[src/hw/mctp_map.vh]
/*
 * Register map, field positions, reset values and codes of the four-channel
 * compare timer. Assumes a 32-bit classic Wishbone slave with byte addresses.
 */
`ifndef MCTP_MAP_VH
`define MCTP_MAP_VH

// Byte offsets; channel n block sits at n * 0x40 plus the offset (address bits 7:6 pick the channel)
`define MCTP_RUN_OFF      8'h00
`define MCTP_CTL_OFF      6'h10
`define MCTP_MODE_OFF     6'h14
`define MCTP_IOC_OFF      6'h18
`define MCTP_IER_OFF      6'h1C
`define MCTP_SR_OFF       6'h20
`define MCTP_CNT_OFF      6'h24
`define MCTP_GRA_OFF      6'h28
`define MCTP_GRB_OFF      6'h2C
`define MCTP_GRC_OFF      6'h30
`define MCTP_GRD_OFF      6'h34

// Writable-bit masks; every other bit is reserved and reads zero
`define MCTP_CTL_MASK     16'h00FF
`define MCTP_MODE_MASK    16'h0077
`define MCTP_IOC_MASK     16'h0007
`define MCTP_IER_MASK     16'h001F
`define MCTP_RUN_MASK     16'h000F

// Reset values and the counter top value
`define MCTP_ZERO16       16'h0000
`define MCTP_GR_RST       16'hFFFF
`define MCTP_CNT_MAX      16'hFFFF

// Control register fields
`define MCTP_PSC_HI       2
`define MCTP_CLR_HI       7
`define MCTP_CLR_LO       5
// Mode register fields
`define MCTP_MD_HI        2
`define MCTP_BFA_BIT      4
`define MCTP_BFB_BIT      5
`define MCTP_BUFFER_WRITE_TIMING_BIT     6
// Pin control: bit 2 is the initial level, bits 1:0 the match action
`define MCTP_IOC_INIT     2

// Flag / enable bit positions
`define MCTP_F_A          0
`define MCTP_F_B          1
`define MCTP_F_C          2
`define MCTP_F_D          3
`define MCTP_F_OVF        4

// Codes
`define MCTP_MD_PWM       3'b010
`define MCTP_CLR_A        3'b001
`define MCTP_CLR_B        3'b010
`define MCTP_CLR_C        3'b101
`define MCTP_CLR_D        3'b110
`define MCTP_ACT_HOLD     2'b00
`define MCTP_ACT_LOW      2'b01
`define MCTP_ACT_HIGH     2'b10
`define MCTP_ACT_TGL      2'b11
`define MCTP_PSC_DIV1     2'b00
`define MCTP_PSC_DIV4     2'b01
`define MCTP_PSC_DIV16    2'b10
`define MCTP_PSC_DIV64    2'b11
`define MCTP_DIV4_M       6'h03
`define MCTP_DIV16_M      6'h0F
`define MCTP_DIV64_M      6'h3F

`endif

[src/hw/mctp_timer.v]
/*
 * Four-channel 16-bit compare timer with PWM, buffered compare registers,
 * per-channel output pin and per-channel interrupt request.
 * Assumes one 250 MHz clock, synchronous active-high reset and a classic
 * Wishbone master that holds each request until it sees ack.
 */
`timescale 1ns/10ps
`include "mctp_map.vh"

// Behaviour
// - Prescale code 011 divides by 64; top bit prohibited
// - Buffer timing: reload on match or clear
// - Buffer timing ignored without buffering enabled
// - Buffer enable B: D reloads B
// - Buffer enable A: C reloads A
// - Mode 000 normal, 010 PWM, rest prohibited
// - Reserved bits read zero, ignore writes
// - Codes 0xx: initial 0, then 0/1/toggle
// - Codes 1xx: initial 1, then 0/1/toggle
// - Enable bit 4 gates overflow request
// - Enable bits 3..0 gate compare D..A
// - Overflow flag set on wrap to zero
// - Compare flags set on counter equal register
// - Flag clears by writing 0 after reading 1
// - One 16-bit up-counter per channel, resets zero
// - Four general registers per channel, reset ones
// - Common run register, one bit per channel
// - Run bit 0 stops, 1 counts
module mctp_timer (
    input  wire        mclk,
    input  wire        srst,
    input  wire        wb_cyc_i,
    input  wire        wb_stb_i,
    input  wire        wb_we_i,
    input  wire [7:0]  wb_adr_i,
    input  wire [3:0]  wb_sel_i,
    input  wire [31:0] wb_dat_i,
    output wire [31:0] wb_dat_o,
    output wire        wb_ack_o,
    output wire [3:0]  channel_output_pin,
    output wire [3:0]  irq_req
);

    // Bus slave and common state
    reg         ack_q;              // Registered acknowledge
    reg  [15:0] dat_q;              // Registered read data
    reg  [15:0] rd_d;               // Read mux result
    reg  [15:0] run_q;              // Common channel run register
    reg  [5:0]  psc_q;              // Shared free-running prescaler
    reg  [3:0]  irq_q;              // Registered interrupt requests

    // Per-channel registers
    reg  [15:0] ctl_q  [0:3];       // Prescale, edge, clear select
    reg  [15:0] mode_q [0:3];       // Channel mode register
    reg  [15:0] ioc_q  [0:3];       // Pin output control register
    reg  [15:0] ier_q  [0:3];       // Interrupt enable register
    reg  [4:0]  flg_q  [0:3];       // Event flags
    reg  [4:0]  arm_q  [0:3];       // Flags seen as 1 by a status read
    reg  [15:0] cnt_q  [0:3];       // Up-counter
    reg  [15:0] gra_q  [0:3];       // General register A
    reg  [15:0] grb_q  [0:3];       // General register B
    reg  [15:0] grc_q  [0:3];       // General register C
    reg  [15:0] grd_q  [0:3];       // General register D
    reg  [3:0]  pin_q;              // Output pin levels

    // Decode: a request is taken at the edge where ack is already high
    wire        req    = wb_cyc_i & wb_stb_i;
    wire        acc    = req & ack_q;
    wire        wr_acc = acc & wb_we_i;
    wire        rd_acc = acc & ~wb_we_i;
    wire [1:0]  ach    = wb_adr_i[7:6] - 2'd0;
    wire [5:0]  aoff   = wb_adr_i[5:0];
    wire        in_ch  = (aoff >= `MCTP_CTL_OFF) && (aoff <= `MCTP_GRD_OFF);

    assign wb_ack_o           = ack_q;
    assign wb_dat_o           = {16'h0000, dat_q};
    assign channel_output_pin = pin_q;
    assign irq_req            = irq_q;

    // Byte-lane merge for a 16-bit register in the low half-word
    function [15:0] mctp_merge;
        input [15:0] old;
        input [15:0] nw;
        input [1:0]  sel;
        begin
            mctp_merge = {sel[1] ? nw[15:8] : old[15:8],
                          sel[0] ? nw[7:0]  : old[7:0]};
        end
    endfunction

    // Ack and read data: one wait state, ack drops the cycle after
    always @(posedge mclk) begin
        if (srst) begin
            ack_q <= 1'b0;
            dat_q <= `MCTP_ZERO16;
        end else begin
            ack_q <= req & ~ack_q;
            dat_q <= rd_d;
        end
    end

    // Read mux; unmapped offsets answer zero
    always @* begin
        rd_d = `MCTP_ZERO16;
        if (wb_adr_i == `MCTP_RUN_OFF) begin
            rd_d = run_q;
        end else if (in_ch) begin
            case (aoff)
                `MCTP_CTL_OFF:  rd_d = ctl_q[ach];
                `MCTP_MODE_OFF: rd_d = mode_q[ach];
                `MCTP_IOC_OFF:  rd_d = ioc_q[ach];
                `MCTP_IER_OFF:  rd_d = ier_q[ach];
                `MCTP_SR_OFF:   rd_d = {11'h000, flg_q[ach]};
                `MCTP_CNT_OFF:  rd_d = cnt_q[ach];
                `MCTP_GRA_OFF:  rd_d = gra_q[ach];
                `MCTP_GRB_OFF:  rd_d = grb_q[ach];
                `MCTP_GRC_OFF:  rd_d = grc_q[ach];
                `MCTP_GRD_OFF:  rd_d = grd_q[ach];
                default:        rd_d = `MCTP_ZERO16;
            endcase
        end
    end

    // Run register and shared prescaler
    always @(posedge mclk) begin
        if (srst) begin
            run_q <= `MCTP_ZERO16;
            psc_q <= 6'h00;
        end else begin
            psc_q <= psc_q + 6'h01;
            if (wr_acc && wb_adr_i == `MCTP_RUN_OFF) begin
                // Only the four run bits store; upper bits stay zero
                run_q <= mctp_merge(run_q, wb_dat_i[15:0], wb_sel_i[1:0])
                         & `MCTP_RUN_MASK;
            end
        end
    end

    genvar g;
    generate
        for (g = 0; g < 4; g = g + 1) begin : gch
            // Channel write strobes
            wire        wsel   = wr_acc && in_ch && (ach == g);
            wire [15:0] wd     = wb_dat_i[15:0];
            wire [1:0]  ws     = wb_sel_i[1:0];
            wire        sr_rd  = rd_acc && in_ch && (ach == g) && (aoff == `MCTP_SR_OFF);
            wire        sr_wr  = wsel && (aoff == `MCTP_SR_OFF) && ws[0];

            // Count tick from the prescaler; codes 1xx never tick
            reg         div_hit;
            always @* begin
                case (ctl_q[g][1:0])
                    `MCTP_PSC_DIV1:  div_hit = 1'b1;
                    `MCTP_PSC_DIV4:  div_hit = (psc_q[1:0] == `MCTP_DIV4_M);
                    `MCTP_PSC_DIV16: div_hit = (psc_q[3:0] == `MCTP_DIV16_M);
                    `MCTP_PSC_DIV64: div_hit = (psc_q == `MCTP_DIV64_M);
                    default:         div_hit = 1'b0;
                endcase
            end
            wire tick = run_q[g] & div_hit & ~ctl_q[g][`MCTP_PSC_HI];

            // Compare matches, only on a counting edge
            wire m_a = tick & (cnt_q[g] == gra_q[g]);
            wire m_b = tick & (cnt_q[g] == grb_q[g]);
            wire m_c = tick & (cnt_q[g] == grc_q[g]);
            wire m_d = tick & (cnt_q[g] == grd_q[g]);
            wire [2:0] csel = ctl_q[g][`MCTP_CLR_HI:`MCTP_CLR_LO];
            wire clr = (csel == `MCTP_CLR_A && m_a) || (csel == `MCTP_CLR_B && m_b)
                     || (csel == `MCTP_CLR_C && m_c) || (csel == `MCTP_CLR_D && m_d);
            wire ovf = tick & ~clr & (cnt_q[g] == `MCTP_CNT_MAX);

            // Buffer reload moments; timing bit only matters when buffering
            wire bfa  = mode_q[g][`MCTP_BFA_BIT];
            wire bfb  = mode_q[g][`MCTP_BFB_BIT];
            wire buffer_write_timing = mode_q[g][`MCTP_BUFFER_WRITE_TIMING_BIT];
            wire ld_a = bfa & (buffer_write_timing ? clr : m_a);
            wire ld_b = bfb & (buffer_write_timing ? clr : m_b);

            wire [4:0] set_v = {ovf, m_d, m_c, m_b, m_a};
            // Clear only where 0 is written and a 1 was read before
            wire [4:0] clr_v = sr_wr ? (~wd[4:0] & arm_q[g]) : 5'h00;
            wire       pwm   = (mode_q[g][`MCTP_MD_HI:0] == `MCTP_MD_PWM);
            wire [1:0] act   = ioc_q[g][1:0];
            wire       init  = ioc_q[g][`MCTP_IOC_INIT];

            // Configuration and general registers
            always @(posedge mclk) begin
                if (srst) begin
                    ctl_q[g]  <= `MCTP_ZERO16;
                    mode_q[g] <= `MCTP_ZERO16;
                    ioc_q[g]  <= `MCTP_ZERO16;
                    ier_q[g]  <= `MCTP_ZERO16;
                    gra_q[g]  <= `MCTP_GR_RST;
                    grb_q[g]  <= `MCTP_GR_RST;
                    grc_q[g]  <= `MCTP_GR_RST;
                    grd_q[g]  <= `MCTP_GR_RST;
                end else begin
                    // Reserved bits are masked off on every write
                    if (wsel && aoff == `MCTP_CTL_OFF)
                        ctl_q[g] <= mctp_merge(ctl_q[g], wd, ws) & `MCTP_CTL_MASK;
                    if (wsel && aoff == `MCTP_MODE_OFF)
                        mode_q[g] <= mctp_merge(mode_q[g], wd, ws) & `MCTP_MODE_MASK;
                    if (wsel && aoff == `MCTP_IOC_OFF)
                        ioc_q[g] <= mctp_merge(ioc_q[g], wd, ws) & `MCTP_IOC_MASK;
                    if (wsel && aoff == `MCTP_IER_OFF)
                        ier_q[g] <= mctp_merge(ier_q[g], wd, ws) & `MCTP_IER_MASK;
                    // A software write beats a buffer reload in the same cycle
                    if (wsel && aoff == `MCTP_GRA_OFF)
                        gra_q[g] <= mctp_merge(gra_q[g], wd, ws);
                    else if (ld_a)
                        gra_q[g] <= grc_q[g];
                    if (wsel && aoff == `MCTP_GRB_OFF)
                        grb_q[g] <= mctp_merge(grb_q[g], wd, ws);
                    else if (ld_b)
                        grb_q[g] <= grd_q[g];
                    if (wsel && aoff == `MCTP_GRC_OFF)
                        grc_q[g] <= mctp_merge(grc_q[g], wd, ws);
                    if (wsel && aoff == `MCTP_GRD_OFF)
                        grd_q[g] <= mctp_merge(grd_q[g], wd, ws);
                end
            end

            // Counter: software write wins over counting
            always @(posedge mclk) begin
                if (srst) begin
                    cnt_q[g] <= `MCTP_ZERO16;
                end else if (wsel && aoff == `MCTP_CNT_OFF) begin
                    cnt_q[g] <= mctp_merge(cnt_q[g], wd, ws);
                end else if (clr) begin
                    cnt_q[g] <= `MCTP_ZERO16;
                end else if (tick) begin
                    // Wraps from all ones to zero naturally
                    cnt_q[g] <= cnt_q[g] + 16'h0001;
                end
            end

            // Flags: a set in the clearing cycle wins
            always @(posedge mclk) begin
                if (srst) begin
                    flg_q[g] <= 5'h00;
                    arm_q[g] <= 5'h00;
                end else begin
                    flg_q[g] <= (flg_q[g] & ~clr_v) | set_v;
                    if (sr_rd)
                        arm_q[g] <= flg_q[g];
                    else if (sr_wr)
                        arm_q[g] <= 5'h00;
                end
            end

            // Output pin: initial level on config write, action on match A
            always @(posedge mclk) begin
                if (srst) begin
                    pin_q[g] <= 1'b0;
                end else if (wsel && aoff == `MCTP_IOC_OFF && ws[0]) begin
                    pin_q[g] <= wd[`MCTP_IOC_INIT];
                end else if (act == `MCTP_ACT_HOLD) begin
                    pin_q[g] <= init;
                end else if (m_a) begin
                    // Match A wins over a clear in the same tick so A equal to the clearing register gives full duty
                    case (act)
                        `MCTP_ACT_LOW:  pin_q[g] <= 1'b0;
                        `MCTP_ACT_HIGH: pin_q[g] <= 1'b1;
                        `MCTP_ACT_TGL:  pin_q[g] <= ~pin_q[g];
                        default:        pin_q[g] <= init;
                    endcase
                end else if (pwm && clr) begin
                    // Period end restores the initial level; relies on legal codes
                    pin_q[g] <= init;
                end
            end

            // Request: any flag with its enable; registered for a clean output
            always @(posedge mclk) begin
                if (srst) begin
                    irq_q[g] <= 1'b0;
                end else begin
                    irq_q[g] <= |(flg_q[g] & ier_q[g][4:0]);
                end
            end
        end
    endgenerate

endmodule

[config.mk]
export PLATFORM = sky130hd
export DESIGN_NAME = mctp_timer
export DESIGN_NICKNAME = d
export VERILOG_FILES = /design/src/hw/mctp_timer.v
export VERILOG_INCLUDE_DIRS = /design/src /design/src/hw
export SDC_FILE = /design/constraint.sdc
export NUM_CORES = 1
export LEC_CHECK = 0
export BUFFER_PORTS_ARGS = -buffer_cell sky130_fd_sc_hd__buf_2
export CAP_MARGIN = 20
export CORE_UTILIZATION = 50
export CTS_CLUSTER_DIAMETER = 150
export DETAILED_ROUTE_END_ITERATION = 12
export PLACE_DENSITY = 0.71
export SETUP_SLACK_MARGIN = 0.4
export SLEW_MARGIN = 20
export SYNTH_ARGS = -nofsm -noshare
export SYNTH_HDL_FRONTEND = slang
export SYNTH_SLANG_ARGS = --single-unit
[constraint.sdc]
create_clock -name mclk -period 4.1 [get_ports mclk]
set_input_delay 0 -clock mclk [delete_from_list [all_inputs] [get_ports mclk]]
set_output_delay 0 -clock mclk [all_outputs]
set_load 0.05 [all_outputs]
Yosys cells after proc, flatten, opt, wreduce, memory -nomap -nowiden --
Memory sizes are Yosys's and may differ from the RTL's. Index checks and enable logic that the tools add are counted.
Storage, ports and cells: memories 11, input port bits 49, logic and storage cells 738, flip-flop bits (word level) 35, RAM bits 448
Memories:
- cnt_q | depth 4, width 16, read ports 5, clocked after memory_dff 0, write ports 4, line mctp_timer.v:59 | reg [15:0] cnt_q [0:3];
- gra_q | depth 4, width 16, read ports 5, clocked after memory_dff 0, write ports 4, line mctp_timer.v:60 | reg [15:0] gra_q [0:3];
- grb_q | depth 4, width 16, read ports 5, clocked after memory_dff 0, write ports 4, line mctp_timer.v:61 | reg [15:0] grb_q [0:3];
- grc_q | depth 4, width 16, read ports 5, clocked after memory_dff 0, write ports 4, line mctp_timer.v:62 | reg [15:0] grc_q [0:3];
- grd_q | depth 4, width 16, read ports 5, clocked after memory_dff 0, write ports 4, line mctp_timer.v:63 | reg [15:0] grd_q [0:3];
- ctl_q | depth 4, width 8, read ports 5, clocked after memory_dff 0, write ports 4, line mctp_timer.v:53 | reg [15:0] ctl_q [0:3];
- +5 memories
Operators by class: multiplexer cells 366, order comparisons 2, bitwise operators 145, eq/ne operators 80, add/subtract/negate cells 5, reductions and logical operators 116
Operator list (number):
- 16-bit two-way mux | 36
- 8-bit two-way mux | 48
- 16-bit == test | 16
- 1-bit two-way mux | 231
- 16-bit case mux with 10 select lines | 1
- 5-bit two-way mux | 24
- 1-bit logical AND | 84
- 16-bit by 1-bit adder with 16-bit output (second input constant) | 4
- 16-bit == test (second input constant) | 4
- 1-bit bitwise OR | 64
- 5-bit bitwise AND | 12
- 1-bit bitwise AND | 45
- 6-bit == test (second input constant) | 7
- 2-bit == test (second input constant) | 19
- 7-bit two-way mux | 4
- 5-bit NOT | 5
- 3-bit by 2-bit == test with 1-bit output (second input constant) | 8
- 3-bit == test (second input constant) | 8
- 6-bit by 5-bit == test with 1-bit output (second input constant) | 4
- 3-bit two-way mux | 8
- 6-bit two-way mux | 4
- 5-bit bitwise OR | 4
- 5-bit OR reduction | 4
- 2-bit by 1-bit == test with 1-bit output (second input constant) | 9
- 15 further kinds | 61

Depth between registers and ports, before layout --
Gate-level depths: netlist of run 1. An unclocked memory read counts as a cell.
depth after elaboration 17, gate-level depth with buffers 10, gate-level depth less buffers 8

Worst setup path before layout of run 1 --
No wires, ideal clock.
kind reg-to-reg, from reg ack_q, in the netlist wb_ack_o, to mem gra_q[2][0] (enable), stages on the path, launching flop included 6, library setup time 0.404 ns, path buffers 1, arrival time 2.796 ns, slack 0.900 ns, cells stage by stage dfxtp_1 -> and4_1 -> o21ai_1 -> or3_1 -> clkbuf_1 -> o311ai_0
RTL lines:
- from (decl) | line mctp_timer.v:45 | reg ack_q;
- from (signal assigned) | line mctp_timer.v:97 | ack_q <= req & ~ack_q;
- to (decl) | line mctp_timer.v:60

==> metrics.csv, run 1 <==
stage;metric;value;unit
layout;multiInputGateArea;0.0129;mm²
clocking;h_tree_lvl_count;2;
floorplan;fp.dieW;239;µm
critical_path;worst_ep_required_time;4.41;ns
critical_path;worst-path-buf-inv;3;
clocking;cts_root_buffer;clkbuf_16;
yosys;ys_top_cells_by_area;edfxtp_1, mux4_2, xnor2_1;
power_and_ir_drop;leakage_power_summed_over_all_cells;9.55;nW
global_route;grt_max_degree;84;
yosys;post_synth_instance_area;0.0281;mm²
clocking;cts_tree;yes;
detailed_routing;first_iter_violations;3603;
sta;rsz_0062_raised_after_global_routing;no;
floorplan;floorplan.rows;86;
clocking;clk_latency;0.63;ns
critical_path;startpoint_type;flop;
sta;worst_slew_pin_slew;1.14;ns
clocking;clk_pin_slew;0.06;ns
sta;final_critical_path_setup_slack;0.420;ns
detailed_routing;firstDrtPassIters;7;
placed_design;pre_cts_worst_setup_slack;0.509;ns
critical_path;critical_path.top_delay_family;buffers and inverters;
yosys;synth_compound_gate_area_share;0.107;
layout;final_area;0.0310;mm²
detailed_routing;via_per_inst;6.69;
yosys;ys_async_sr_fraction;0;
critical_path;r2r_start;cnt_q[0][4]$_DFFE_PP_;
yosys;synth_edf_count;428;
yosys;share_of_synthesized_area_occupied_by_flip_flops_and_latches;0.496;
yosys;yosys-top-cells-count;edfxtp_1, xnor2_1, nor2_1, nand2_1, or2_2;
sta;max-slew-margin-rel;0.237;
detailed_routing;drt.antenna.violating_nets;0;
layout;area_grow_syn2layout;10.1;%
yosys;synth-xor-area-share;0.0995;
yosys;synthesized_instance_count;2501;
clocking;cts-buffers-inserted;52;
sta;post-route-min-period;3.68;ns
placed_design;dp_hpwl;75900;µm
placed_design;gp_congestion;1.04;
critical_path;worst-setup-path-type;flop to flop;
sta;drv_slew;0;
critical_path;origin_of_the_worst_setup_path;cnt_q[0][4]$_DFFE_PP_;
job;max_capacitance_violation_count;0;
sta;timing.final.setup_violations;0;
yosys;synth_top_flop_cell;edfxtp_1;
hold_path;hold_path.class;input pin to flop;
detailed_routing;route.vias.total;22100;
power_and_ir_drop;power.ir.vdd_worst;0.329;mV
sta;fin_tns_setup;0;ns
critical_path;timing.critical_path.slowest_stage_cell;edfxtp_1;
yosys;synth.most_common_cell;edfxtp_1;
floorplan;floorplan.initialDensity;0.508;
yosys;largest_family_of_logic_cells_by_synthesized_area;simple AND/OR/NAND/NOR gates;
critical_path;critical-path-top-cell-by-count;buf_4;
yosys;synth.lib_cells_used.distinct;84;
global_route;grt_residual_overflow;0;
layout;final.fill_count;4578;
clocking;post-cts-setup-buffer-count;0;
global_route;antenna_found_initial;2;
global_route;grt_overall_usage;0.360;
layout;fin_nets;2568;
detailed_routing;route.detailed.drc;0;
yosys;post_synth.cell_area_avg;11.2;µm²
sta;maxClockFrequency;0.272;GHz
global_route;grt_pass1_vias;21000;
critical_path;timing.critical_path.cells;xnor2_1 -> nand4_1 -> nor4_2 -> buf_4 -> a22o_1 -> mux2_2 -> a31oi_2 -> buf_12 -> o21ai_0 -> buf_4;
placed_design;placed_area;0.0292;mm²
yosys;yosys_register_bits;483;
critical_path;crit_path_max_fanout;18;
run_status;status;finished clean;
layout;seq_area;0.0140;mm²
sta;final_setup_skew;0.0226;ns
yosys;synth.area.mux_share;0.0899;
layout;post_route_cells_drive_above_1_share;0.208;
yosys;yosys_warnings;0;
floorplan;design.die.area;0.0572;mm²
critical_path;cp.arrival;3.99;ns
power_and_ir_drop;total_power;11.2;mW
sta;post-route-period-util;0.897;
yosys;synth_area_leader_cell;edfxtp_1;
floorplan;die_height;239;µm
power_and_ir_drop;powerDensity;362;mW/mm²
critical_path;setup.worst_path.end_class;flop;
detailed_routing;wl_per_cell;31.0;µm
global_route;grt_pass1_wl;146000;µm
hold_path;hp-start;wb_dat_i[12];
floorplan;core_region_area;0.0553;mm²
yosys;yosys.area_share.adder;0.00222;
yosys;post-synth-top-area-fraction;0.457;
clocking;tritoncts_sinks;483;
floorplan;top_level_ports;90;
critical_path;critical-path-max-stage-delay;0.64;ns
clocking;cts-root-to-sink-buffers;3;
yosys;synth_simple_gate_area_frac;0.158;
sta;final_hold_viol_count;0;
detailed_routing;drt-total-wl;102000;µm
placed_design;io_buffer_count;55;
cell usage in the layout, fill, tap and decap left out, drive strengths merged, types with 68 or more instances in the layout:
master / count
edfxtp: 428
xnor2: 217
nor2: 192
nand2: 184
buf: 167
or2: 133
o21ai: 126
mux4: 107
xor2: 99
and2: 87
a21oi: 78
inv: 68
cell families (layout without fill, tap and decap cells):
group / Yosys count / in the layout
AOI/OAI and AO/OA: 433 / 433
xor gates and xnor gates: 316 / 316
adders and majority gates: 5 / 5
buffers and inverters: 291 / 328
DFF: 483 / 483
muxes: 118 / 118
other: 1 / 17
and+or+nand+nor: 854 / 854
worst register-to-register path, delay by kind of cell (launching register included):
family                 cells  cell delay, ns
AO/OA/AOI/OAI              3            0.70
XOR/XNOR                   1            0.48
buffers and inverters      3            0.71
flip-flops                 1            0.64
multiplexers               1            0.23
AND/OR/NAND/NOR            2            0.62
cell type report:
class | instances | area share
inverter | 65 | 0.00788
timing repair buffer | 170 | 0.0382
multi-input combinational | 1742 | 0.417
clock buffer | 65 | 0.0488
sequential | 483 | 0.451
clock inverter | 28 | 0.00727
antenna | 1 | 0.0000808
tap | 748 | 0.0302
registers in the layout, summed over array words and instances, names as in the netlist, 24 cells and up:
register and count:
mode_q 24, grd_q 64, grb_q 64, cnt_q 64
ctl_q 32, grc_q 64, gra_q 64
per-stage QoR:
step / utilization / std cells / hold WS, ns
floorplan: - / 2516 / 0.134
global placement: 0.528 / 3205 / 0.253
detailed placement: 0.528 / 3205 / 0.278
CTS: 0.560 / 3301 / 0.00152
global route: 0.560 / 3301 / 0.0298
finish: 0.560 / 3302 / 0.0226
timing repair:
item	in CTS	in global routing
hold buffers	3	0
resized for setup	0	1
hold endpoints to repair	15	0
endpoints found under the setup margin	0	8
per-layer routing:
metal  routed length, µm  track usage  part of all wire  vias up
met5                   0            0                 0        -
met4                6170        0.177             0.060        0
met3               14100        0.101              0.14      332
met2               45000        0.541              0.44     1757
met1               37000        0.479              0.36    10800
li1                    -            -                 -     9147
power by group:
part           internal (mW)  total [mW]  switching, mW
Clock                   2.80        4.87           2.07
Combinational          0.252       0.772          0.521
Sequential              5.41        5.56          0.146
final timing paths:
check                                 to  slack, ns  cells after the start
setup / recovery  gra_q[0][10]$_DFFE_PP_       0.42                     10
hold / removal    cnt_q[3][12]$_DFFE_PP_       0.02                      3
setup reg to reg  gra_q[0][10]$_DFFE_PP_       0.42                     10
hold reg to reg      psc_q[0]$_SDFF_PP0_       0.44                      1
(Power assumes the default switching activity.)
==> inputs of run 2 (changes only) <==
- CTS_BUF_LIST: not set -> sky130_fd_sc_hd__clkbuf_4 sky130_fd_sc_hd__clkbuf_8 sky130_fd_sc_hd__clkbuf_16
==> metrics.csv, run 2 (synthesis results as in run 1) <==
stage;metric;value;unit;change
layout;final_instance_count_without_filler_cells;3303;;+0.030%
layout;final.fill_count;4577;;-0.022%
clocking;cts_root_buffer;clkbuf_16;;
clocking;tritoncts_sinks;483;;unchanged
layout;seq_area;0.0140;mm²;unchanged
global_route;grt_overall_usage;0.360;;about the same
layout;fin_nets;2568;;unchanged
clocking;h_tree_lvl_count;2;;unchanged
power_and_ir_drop;power.ir.vdd_worst;0.327;mV;-0.56%
placed_design;gp_congestion;1.04;;unchanged
floorplan;core_region_area;0.0553;mm²;unchanged
critical_path;crit_path_max_fanout;18;;unchanged
global_route;antenna_found_initial;2;;unchanged
sta;post-route-min-period;3.71;ns;+0.0351 ns
sta;worst_slew_pin_slew;1.10;ns;-0.0457 ns
critical_path;cp-endpoint;gra_q[0][10]$_DFFE_PP_;;
detailed_routing;wl_per_cell;31.0;µm;about the same
critical_path;critical-path-top-cell-by-count;buf_4;;
sta;final_critical_path_setup_slack;0.385;ns;-0.0351 ns
sta;fin_tns_setup;0;ns;unchanged
detailed_routing;drt.antenna.violating_nets;0;;unchanged
layout;area_grow_syn2layout;10.2;%;about the same
run_status;status;finished clean;;
critical_path;startpoint_type;flop;;
critical_path;worst-path-buf-inv;3;;unchanged
layout;final_common_cell;edfxtp_1;;
critical_path;setup.worst_path.end_class;flop;;
sta;final_hold_viol_count;0;;unchanged
critical_path;timing.critical_path.cells;xnor2_1 -> nand4_1 -> nor4_2 -> buf_4 -> a22o_1 -> mux2_2 -> a31oi_2 -> buf_12 -> o21ai_0 -> buf_4;;
floorplan;floorplan.initialDensity;0.508;;unchanged
floorplan;die_height;239;µm;unchanged
power_and_ir_drop;leakage_power_summed_over_all_cells;9.56;nW;+0.14%
critical_path;ff2ff_setup_slack;0.39;ns;-0.04 ns
layout;post_route_cells_drive_above_1_share;0.210;;+0.00157
power_and_ir_drop;total_power;11.2;mW;+0.23%
power_and_ir_drop;cellInternalPower;8.49;mW;+0.31%
critical_path;timing.critical_path.slowest_stage_cell;edfxtp_1;;
critical_path;r2r_start;cnt_q[0][4]$_DFFE_PP_;;
layout;final_cell_mix;edfxtp_1, xnor2_1, nor2_1, nand2_1, or2_2;;
sta;final_setup_skew;0.0208;ns;-0.00175 ns
power_and_ir_drop;clock_power_share;0.436;;about the same
placed_design;io_buffer_count;55;;unchanged
critical_path;cp.arrival;4.03;ns;+0.04 ns
job;max_capacitance_violation_count;0;;unchanged
clocking;clk_pin_slew;0.06;ns;about the same
critical_path;worst-setup-path-type;flop to flop;;
sta;post-route-period-util;0.906;;+0.00857
critical_path;critical_path.top_delay_family;buffers and inverters;;
sta;maxClockFrequency;0.269;GHz;-0.95%
critical_path;worst_r2r_endpoint;gra_q[0][10]$_DFFE_PP_;;
sta;drv_slew;0;;unchanged
clocking;cts-root-to-sink-buffers;3;;unchanged
detailed_routing;firstDrtPassIters;6;;-1
global_route;grt_pass1_wl;146000;µm;about the same
floorplan;top_level_ports;90;;unchanged
power_and_ir_drop;net-switching-power;2.73;mW;about the same
layout;multiInputGateArea;0.0129;mm²;unchanged
detailed_routing;first_iter_violations;3510;;-2.6%
detailed_routing;via_per_inst;6.70;;+0.16%
power_and_ir_drop;powerDensity;362;mW/mm²;+0.18%
critical_path;critical_path_depth;10;;unchanged
detailed_routing;route.detailed.drc;0;;unchanged
hold_path;hold_path.class;input pin to flop;;
sta;max-slew-margin-rel;0.264;;+0.0273
power_and_ir_drop;p_seq_frac;0.495;;about the same
placed_design;pre_cts_worst_setup_slack;0.509;ns;unchanged
global_route;grt_residual_overflow;0;;unchanged
hold_path;worst_hold_path.num_cells;3;;unchanged
power_and_ir_drop;power_frac_comb;0.069;;about the same
clocking;cts-buffers-inserted;52;;unchanged
sta;rsz_0062_raised_after_global_routing;no;;
clocking;clk_latency;0.63;ns;about the same
floorplan;design.die.area;0.0572;mm²;unchanged
placed_design;dp_cells;3205;;unchanged
global_route;grt_max_degree;84;;unchanged
power_and_ir_drop;power_switching_share;0.244;;-0.000565
sta;timing.final.setup_violations;0;;unchanged
critical_path;critical-path-max-stage-delay;0.64;ns;about the same
critical_path;origin_of_the_worst_setup_path;cnt_q[0][4]$_DFFE_PP_;;
detailed_routing;route.vias.total;22100;;+0.19%
critical_path;rr_worst_depth;10;;unchanged
critical_path;worst_ep_required_time;4.41;ns;about the same
placed_design;dp_hpwl;75900;µm;unchanged
detailed_routing;drt-total-wl;102000;µm;about the same
clocking;post-cts-setup-buffer-count;0;;unchanged
clocking;cts_tree;yes;;
global_route;grt_pass1_vias;21000;;+0.019%
floorplan;fp.dieW;239;µm;unchanged
floorplan;floorplan.rows;86;;unchanged
[run 2: power groups by stage]
| stage | combinational (mW) | sequential [mW] | clock (mW) |
|---|---|---|---|
| after floorplan | 0.552 | 5.56 | 0 |
| after global placement | 0.735 | 5.65 | 0 |
| after detailed placement | 0.745 | 5.65 | 0 |
| after CTS | 0.749 | 5.55 | 4.90 |
| after global routing | 0.796 | 5.56 | 5.09 |
| final | 0.772 | 5.56 | 4.89 |
[run 2: how the worst min path moves through the flow]
stage / from / endpoint / slack (ns)
2_1_floorplan: wb_stb_i / wb_ack_o$_SDFF_PP0_ / 0.13
3_3_place_gp: wb_stb_i / wb_ack_o$_SDFF_PP0_ / 0.25
3_5_place_dp: wb_stb_i / wb_ack_o$_SDFF_PP0_ / 0.28
4_1_cts: wb_dat_i[12] / cnt_q[3][12]$_DFFE_PP_ / 0.002
5_1_grt: wb_dat_i[13] / cnt_q[3][13]$_DFFE_PP_ / 0.03
6_report: wb_dat_i[13] / cnt_q[3][13]$_DFFE_PP_ / 0.03
[run 2: stage by stage]
| stage | util | hold slack [ns] | cell area, µm² |
|---|---|---|---|
| final | 0.560 | 0.0255 | 31000 |
| after global routing | 0.560 | 0.0301 | 31000 |
| after CTS | 0.560 | 0.00152 | 31000 |
| after detailed placement | 0.528 | 0.278 | 29200 |
| after global placement | 0.528 | 0.253 | 29200 |
| after floorplan | - | 0.134 | 28200 |
[run 2: cell type report]
class	instances	share of cell area
diodes	2	0.000161
clock buffers	65	0.0493
clock inverters	28	0.00727
inverters	65	0.00787
multi-input cells	1742	0.417
flip-flops and latches	483	0.450
well taps	748	0.0302
repair buffers	170	0.0382
[run 2: repair_timing]
| item | in CTS | in global routing |
|---|---|---|
| endpoints found under the setup margin | 0 | 8 |
| resized for setup | 0 | 1 |
| endpoints found under the hold margin | 15 | 0 |
| hold buffers | 3 | 0 |
[run 2: metal layers]
layer | up-vias | track usage | wire [µm]
met5 | - | 0 | 0
met1 | 10900 | 0.479 | 37300
met3 | 333 | 0.101 | 14000
met2 | 1779 | 0.540 | 45100
met4 | 0 | 0.177 | 5890
li1 | 9143 | - | -
[run 2: worst reg2reg max path, cell delays in order, from the launching register on]
cell and delay [ns]:
edfxtp_1 0.64, xnor2_1 0.48, nand4_1 0.18, nor4_2 0.45
buf_4 0.23, a22o_1 0.16, mux2_2 0.23, a31oi_2 0.15
buf_12 0.21, o21ai_0 0.41, buf_4 0.28
